`src/common/buck_two_pkg.sv`:
```
// Package for the second step-down converter register group.
// Assumes an upstream serial-interface core delivers decoded byte accesses.
package buck_two_pkg;
  // Register offsets
  localparam logic [7:0] LEVEL_ADDR = 8'h20;
  localparam logic [7:0] MODE_ADDR = 8'h21;
  localparam logic [7:0] SPARE_ADDR = 8'h22;
  localparam logic [7:0] ENSTAT_ADDR = 8'h23;
  // Field positions
  localparam int CODE_LSB = 0;
  localparam int CODE_MSB = 5;
  localparam int RANGE_BIT = 6;
  localparam int MODE_BIT = 0;
  localparam int ON_BIT = 0;
  localparam int GOOD_BIT = 1;
  localparam int EXACT_BIT = 2;
  // Reset values, arbitrary defaults
  localparam logic [5:0] CODE_RST = 6'h00;
  localparam logic RANGE_RST = 1'b1;
  localparam logic MODE_RST = 1'b0;
  localparam logic ON_RST = 1'b0;
  localparam logic EXACT_RST = 1'b0;
  // Range 0 codes below this are not available
  localparam logic [5:0] RANGE0_MIN_CODE = 6'h12;
  // Register access request carried from the serial core
  typedef struct packed {
    logic wr;
    logic rd;
    logic [7:0] addr;
    logic [7:0] wdata;
  } reg_req_s;
  // Converter control settings
  typedef struct packed {
    logic on;
    logic forced_pwm;
    logic range;
    logic [5:0] code;
  } conv_ctrl_s;
endpackage : buck_two_pkg

```
`src/design/buck_two_control_registers.sv`:
```
// Register group for the second step-down converter: four 8-bit registers.
// Assumes one-cycle byte access strobes from the serial-interface core.
// How it works
// - Four 8-bit registers at 20h to 23h holding level, mode, spare, enable/status.
// - Mode bit selects forced PWM; enable turns converter on; power-good read.
// - Six-bit level code in bits 5:0 plus range bit 6, both writable.
// - Range 1 codes all valid; range 0 codes below 010010 not available.
// - Unused bit positions are read-only with part-specific read values.
`timescale 1ns/1ns
module buck_two_control_registers #(
  parameter logic [7:0] SPARE_READ = 8'h00 // Arbitrary part-specific pattern
) (
  input wire logic sys_clk_in,
  input wire logic arst_n_in,
  input wire buck_two_pkg::reg_req_s req_in,
  input wire logic power_good_in,
  output buck_two_pkg::conv_ctrl_s ctrl_out,
  output logic [7:0] rdata_out,
  output logic rvalid_out,
  output logic code_invalid_out
);
  buck_two_pkg::conv_ctrl_s ctrl_r, ctrl_nxt;
  logic exact_r, exact_nxt;
  logic [7:0] rdata_r, rdata_nxt;
  logic rvalid_r, rvalid_nxt;
  logic inval_r, inval_nxt;

  // Range 0 rejects low codes; range 1 accepts every code
  function automatic logic code_bad(input logic range, input logic [5:0] code);
    code_bad = !range && (code < buck_two_pkg::RANGE0_MIN_CODE);
  endfunction : code_bad

  // Next-state for settings and read port
  always_comb begin
    ctrl_nxt = ctrl_r;
    exact_nxt = exact_r;
    rdata_nxt = rdata_r;
    rvalid_nxt = 1'b0;
    if (req_in.wr) begin
      unique case (req_in.addr)
        buck_two_pkg::LEVEL_ADDR: begin
          ctrl_nxt.code = req_in.wdata[buck_two_pkg::CODE_MSB:buck_two_pkg::CODE_LSB];
          ctrl_nxt.range = req_in.wdata[buck_two_pkg::RANGE_BIT];
        end
        buck_two_pkg::MODE_ADDR: begin
          ctrl_nxt.forced_pwm = req_in.wdata[buck_two_pkg::MODE_BIT];
        end
        buck_two_pkg::ENSTAT_ADDR: begin
          // enable and write-exact store as written
          ctrl_nxt.on = req_in.wdata[buck_two_pkg::ON_BIT];
          exact_nxt = req_in.wdata[buck_two_pkg::EXACT_BIT];
        end
        default: begin
          // Spare and foreign addresses: nothing writable
        end
      endcase
    end
    if (req_in.rd) begin
      rvalid_nxt = 1'b1;
      unique case (req_in.addr)
        buck_two_pkg::LEVEL_ADDR: begin
          rdata_nxt = SPARE_READ;
          rdata_nxt[buck_two_pkg::CODE_MSB:buck_two_pkg::CODE_LSB] = ctrl_r.code;
          rdata_nxt[buck_two_pkg::RANGE_BIT] = ctrl_r.range;
        end
        buck_two_pkg::MODE_ADDR: begin
          rdata_nxt = SPARE_READ;
          rdata_nxt[buck_two_pkg::MODE_BIT] = ctrl_r.forced_pwm;
        end
        buck_two_pkg::ENSTAT_ADDR: begin
          rdata_nxt = SPARE_READ;
          rdata_nxt[buck_two_pkg::ON_BIT] = ctrl_r.on;
          rdata_nxt[buck_two_pkg::GOOD_BIT] = power_good_in;
          rdata_nxt[buck_two_pkg::EXACT_BIT] = exact_r;
        end
        default: begin
          rdata_nxt = SPARE_READ;
        end
      endcase
    end
    inval_nxt = code_bad(ctrl_nxt.range, ctrl_nxt.code);
  end

  // Register stage; reset loads defaults only
  always_ff @(posedge sys_clk_in or negedge arst_n_in) begin
    if (!arst_n_in) begin
      ctrl_r <= '{on: buck_two_pkg::ON_RST, forced_pwm: buck_two_pkg::MODE_RST,
                  range: buck_two_pkg::RANGE_RST, code: buck_two_pkg::CODE_RST};
      exact_r <= buck_two_pkg::EXACT_RST;
      rdata_r <= '0;
      rvalid_r <= 1'b0;
      inval_r <= 1'b0;
    end else begin
      ctrl_r <= ctrl_nxt;
      exact_r <= exact_nxt;
      rdata_r <= rdata_nxt;
      rvalid_r <= rvalid_nxt;
      inval_r <= inval_nxt;
    end
  end

  assign ctrl_out = ctrl_r;
  assign rdata_out = rdata_r;
  assign rvalid_out = rvalid_r;
  assign code_invalid_out = inval_r;

  // Strobe aimed at one register; shared by the per-register access sequences below
  function automatic logic hit(input logic strobe, input logic [7:0] addr,
                               input logic [7:0] target);
    hit = strobe && (addr == target);
  endfunction : hit
endmodule : buck_two_control_registers

```
`config.mk`:
```
export PLATFORM = sky130hd
export DESIGN_NAME = buck_two_control_registers
export DESIGN_NICKNAME = d
export VERILOG_FILES = /design/src/common/buck_two_pkg.sv /design/src/design/buck_two_control_registers.sv
export SDC_FILE = /design/constraint.sdc
export NUM_CORES = 1
export LEC_CHECK = 0
export BUFFER_PORTS_ARGS = -buffer_cell sky130_fd_sc_hd__buf_2
export CORE_MARGIN = 2
export CORE_UTILIZATION = 51
export CTS_BUF_LIST = sky130_fd_sc_hd__clkbuf_4 sky130_fd_sc_hd__clkbuf_8
export CTS_CLUSTER_SIZE = 16
export DETAILED_ROUTE_END_ITERATION = 10
export HOLD_SLACK_MARGIN = 0.15
export PLACE_DENSITY = 0.95
export SLEW_MARGIN = 25
export SYNTH_ARGS = -nofsm -noshare
export SYNTH_HDL_FRONTEND = slang
export SYNTH_SLANG_ARGS = --single-unit
```
`constraint.sdc`:
```
create_clock -name sys_clk_in -period 2 [get_ports sys_clk_in]
set_clock_uncertainty 0.2 [all_clocks]
set_input_delay 0.4 -clock sys_clk_in [delete_from_list [all_inputs] [get_ports sys_clk_in]]
set_output_delay 0.4 -clock sys_clk_in [all_outputs]
set_load 0.02 [all_outputs]
```
==> impl_metrics.env <==
export IMPL_synth_cell_type_count=24
export IMPL_async_flop_share_pct=100
export IMPL_cp_num_buf_inv=1
export IMPL_core_area_um2=1690
export IMPL_yosys_register_bits=19
export IMPL_port_buffers=37
export IMPL_drc=0
export IMPL_diodes=0
export IMPL_fp_row_count=15
export IMPL_cts_htree_levels=1
export IMPL_whs_ps=148
export IMPL_drtAntennaViolNets=0
export IMPL_grt_use_total_pct=20.9
export IMPL_ir_worst_vdd_v=0.000333
export IMPL_numCtsBuffers=3
export IMPL_wl_met3_um=123
export IMPL_wl_per_cell_um=15.6
export IMPL_synth_area_leaders="dfrtp_1 (50%), mux2_2 (8.8%), mux2_4 (8.4%)"
export IMPL_comb_power_share_pct=15.4
export IMPL_final_util_pct=70.2
export IMPL_place_gp_congestion=0.856
export IMPL_critPathTopFamily="flip-flops"
export IMPL_critPathKind="register to primary output"
export IMPL_dieArea_um2=2110
export IMPL_synth_compound_area_share_pct=10.8
export IMPL_io_pins=40
export IMPL_synth_seq_area_share_pct=53.2
export IMPL_grt_pass1_wl_mm=3.00
export IMPL_synth_edf_count=0
export IMPL_synth_top_area_share_pct=50.3
export IMPL_nFillCells=122
export IMPL_power_mw=0.717
export IMPL_final_nets=138
export IMPL_p_seq_share_pct=56.9
export IMPL_die_x_um=45.9
export IMPL_synth_area_um2=896
export IMPL_final_layout_size_suffix_gt1_share_pct=51.7
export IMPL_drt_wl_total_mm=2.07
export IMPL_fmax_mhz=606
export IMPL_critical_path_arrival_ps=1050
export IMPL_synth_simple_area_share_pct=15.1
export IMPL_fin_crit_sh_pct=82.5
export IMPL_layout_area_overhead_vs_synth_pct=32.4
export IMPL_period_needed_ps=1650
export IMPL_clk_root_buffer_cell="clkbuf_4"
export IMPL_cts_tree="yes"
export IMPL_ys_flop_type="dfrtp_1"
export IMPL_path_cells="buf_2"
export IMPL_cp_required_ps=1400
export IMPL_maxCapViolCount=0
export IMPL_postLayoutSetupSlackWorst_ps=351
export IMPL_num_vias=732
export IMPL_dp_worst_setup_slack_ps=166
export IMPL_cp_max_fo=4
export IMPL_vias_per_cell=5.50
export IMPL_top_layer="met4"
export IMPL_muxShareOfSynthArea_pct=17.2
export IMPL_slew_violations=0
export IMPL_grt_max_degree=20
export IMPL_grt_pass1_vias=695
export IMPL_synth_fp_nets=91
export IMPL_cellLeakagePower_nw=0.621
export IMPL_syn_inst=70
export IMPL_start_util_pct=53.0
export IMPL_status="completed"
export IMPL_critical_path_max_stage_delay_ps=570
export IMPL_clockBufferDepth=2
export IMPL_fin_setup_tns_ps=0
export IMPL_dr_wl_met2_mm=1.03
export IMPL_clk_pin_slew_ps=110
export IMPL_hold_viol_final=0
export IMPL_synth_xor_area_share_pct=0
export IMPL_switchingPower_mw=0.194
export IMPL_synthAdderAreaFrac_pct=0
export IMPL_rsz0062_at_grt="no"
export IMPL_synth_top_area_cell="dfrtp_1"
export IMPL_p_int_mw=0.523
export IMPL_drt_met1_wl_um=839
export IMPL_clock_latency_ps=310
export IMPL_grt_overflow=0
export IMPL_dp_hpwl_mm=1.53
export IMPL_p_clk_share_pct=27.7
export IMPL_post_cts_buffers=0
export IMPL_crit_slowest_cell="dfstp_2"
export IMPL_synth_top_family_by_area="multiplexers"
export IMPL_ys_warn_count=0
export IMPL_power_density_nw_per_um2=604
export IMPL_swShare_pct=27.1
export IMPL_drt_initial_drc_count=7
export IMPL_antenna_found_initial=0
export IMPL_setup_violations=0
export IMPL_endpoint_kind="primary output"
export IMPL_syn_avg_cell_area_um2=12.8
export IMPL_die_y_um=45.9
export IMPL_cts_sinks=19
export IMPL_firstDrtPassIters=4
export IMPL_hp_class="input port to register"
export IMPL_post_cts_resized=0
export IMPL_startpoint_type="register"
-- power by group through the flow --
stage	sequential (mW)	clock [mW]	combinational, mW
after global placement	0.413	0	0.0968
after detailed placement	0.415	0	0.101
after CTS	0.407	0.201	0.111
final	0.408	0.199	0.111
after global routing	0.409	0.214	0.119
after floorplan	0.428	0	0.0345
-- synth_stat cells, drive strengths merged (2+ instances only) --
| cell type | number |
|---|---|
| dfrtp | 18 |
| nor3 | 2 |
| o22ai | 5 |
| o31a | 2 |
| nor2b | 2 |
| nand2 | 5 |
| inv | 5 |
| a41o | 2 |
| and2 | 2 |
| nor2 | 2 |
| mux2 | 12 |
| a22o | 2 |
| nand3 | 2 |
-- what timing repair did --
| item | CTS | global route |
|---|---|---|
| setup endpoints to repair | 0 | 0 |
| hold buffers | 6 | 0 |
| hold endpoints to repair | 24 | 0 |
-- cell type report --
cell class	instances	area (um2)	share of cell area, %
inverter	5	18.8	1.58
sequential	19	477	40.2
tap	17	21.3	1.79
timing repair buffer	44	253	21.3
multi-input combinational	44	389	32.8
clock inverter	1	5.00	0.422
clock buffer	3	22.5	1.90
-- final timing paths --
path / end / start / slack (ps) / cells after the start
max: ctrl_out[6] / ctrl_out[6]$_DFF_PN1_ / 350 / 1
min: ctrl_out[2]$_DFF_PN0_ / req_in[2] / 150 / 2
max reg2reg: code_invalid_out$_DFF_PN0_ / ctrl_out[3]$_DFF_PN0_ / 720 / 3
min reg2reg: rdata_out[4]$_DFFE_PN0P_ / rdata_out[4]$_DFFE_PN0P_ / 330 / 2
max in group asynchronous: ctrl_out[6]$_DFF_PN1_ / arst_n_in / 920 / 2
min in group asynchronous: ctrl_out[4]$_DFF_PN0_ / arst_n_in / 350 / 2
-- cell usage in the layout (no fill, tap or decap), drive strengths merged --
cell type / synthesis / routed
a22oi: 1 / 1
o31a: 2 / 2
nor2b: 2 / 2
nand4b: 1 / 1
buf: 1 / 38
a22o: 2 / 2
o22ai: 5 / 5
a41o: 2 / 2
conb: 1 / 1
nand4: 1 / 1
inv: 5 / 5
nor4b: 1 / 1
nand2: 5 / 5
clkinv: 0 / 1
clkbuf: 1 / 3
dfrtp: 18 / 18
nor2: 2 / 2
nand3: 2 / 2
and2: 2 / 2
mux2: 12 / 12
dlygate4sd3: 0 / 6
dfstp: 1 / 1
nor3: 2 / 2
nor4: 1 / 1
-- registers in the layout (all words and copies together), names as in the netlist --
| register | cells |
|---|---|
| code_invalid_out | 1 |
| ctrl_out | 9 |
| rvalid_out | 1 |
| rdata_out | 7 |
| exact_r | 1 |
-- through the flow --
stage                     instances  area (um2)
after global placement          123        1100
after CTS                       133        1190
after global routing            133        1190
final                           133        1190
after detailed placement        123        1100
after floorplan                  70         896
-- cells by family after synthesis --
logic type,count (synthesis)
compound gates,12
buf+inv,7
flops,19
mux,12
other cells,1
simple gates,19
-- metal layers --
layer | vias up | global-route usage (%)
li1 | 350 | -
met1 | 343 | 24.4
met2 | 29 | 33.6
met3 | 10 | 4.37
met4 | 0 | 14.9
met5 | - | 0
No activity file was read; power rests on OpenSTA's default activity.
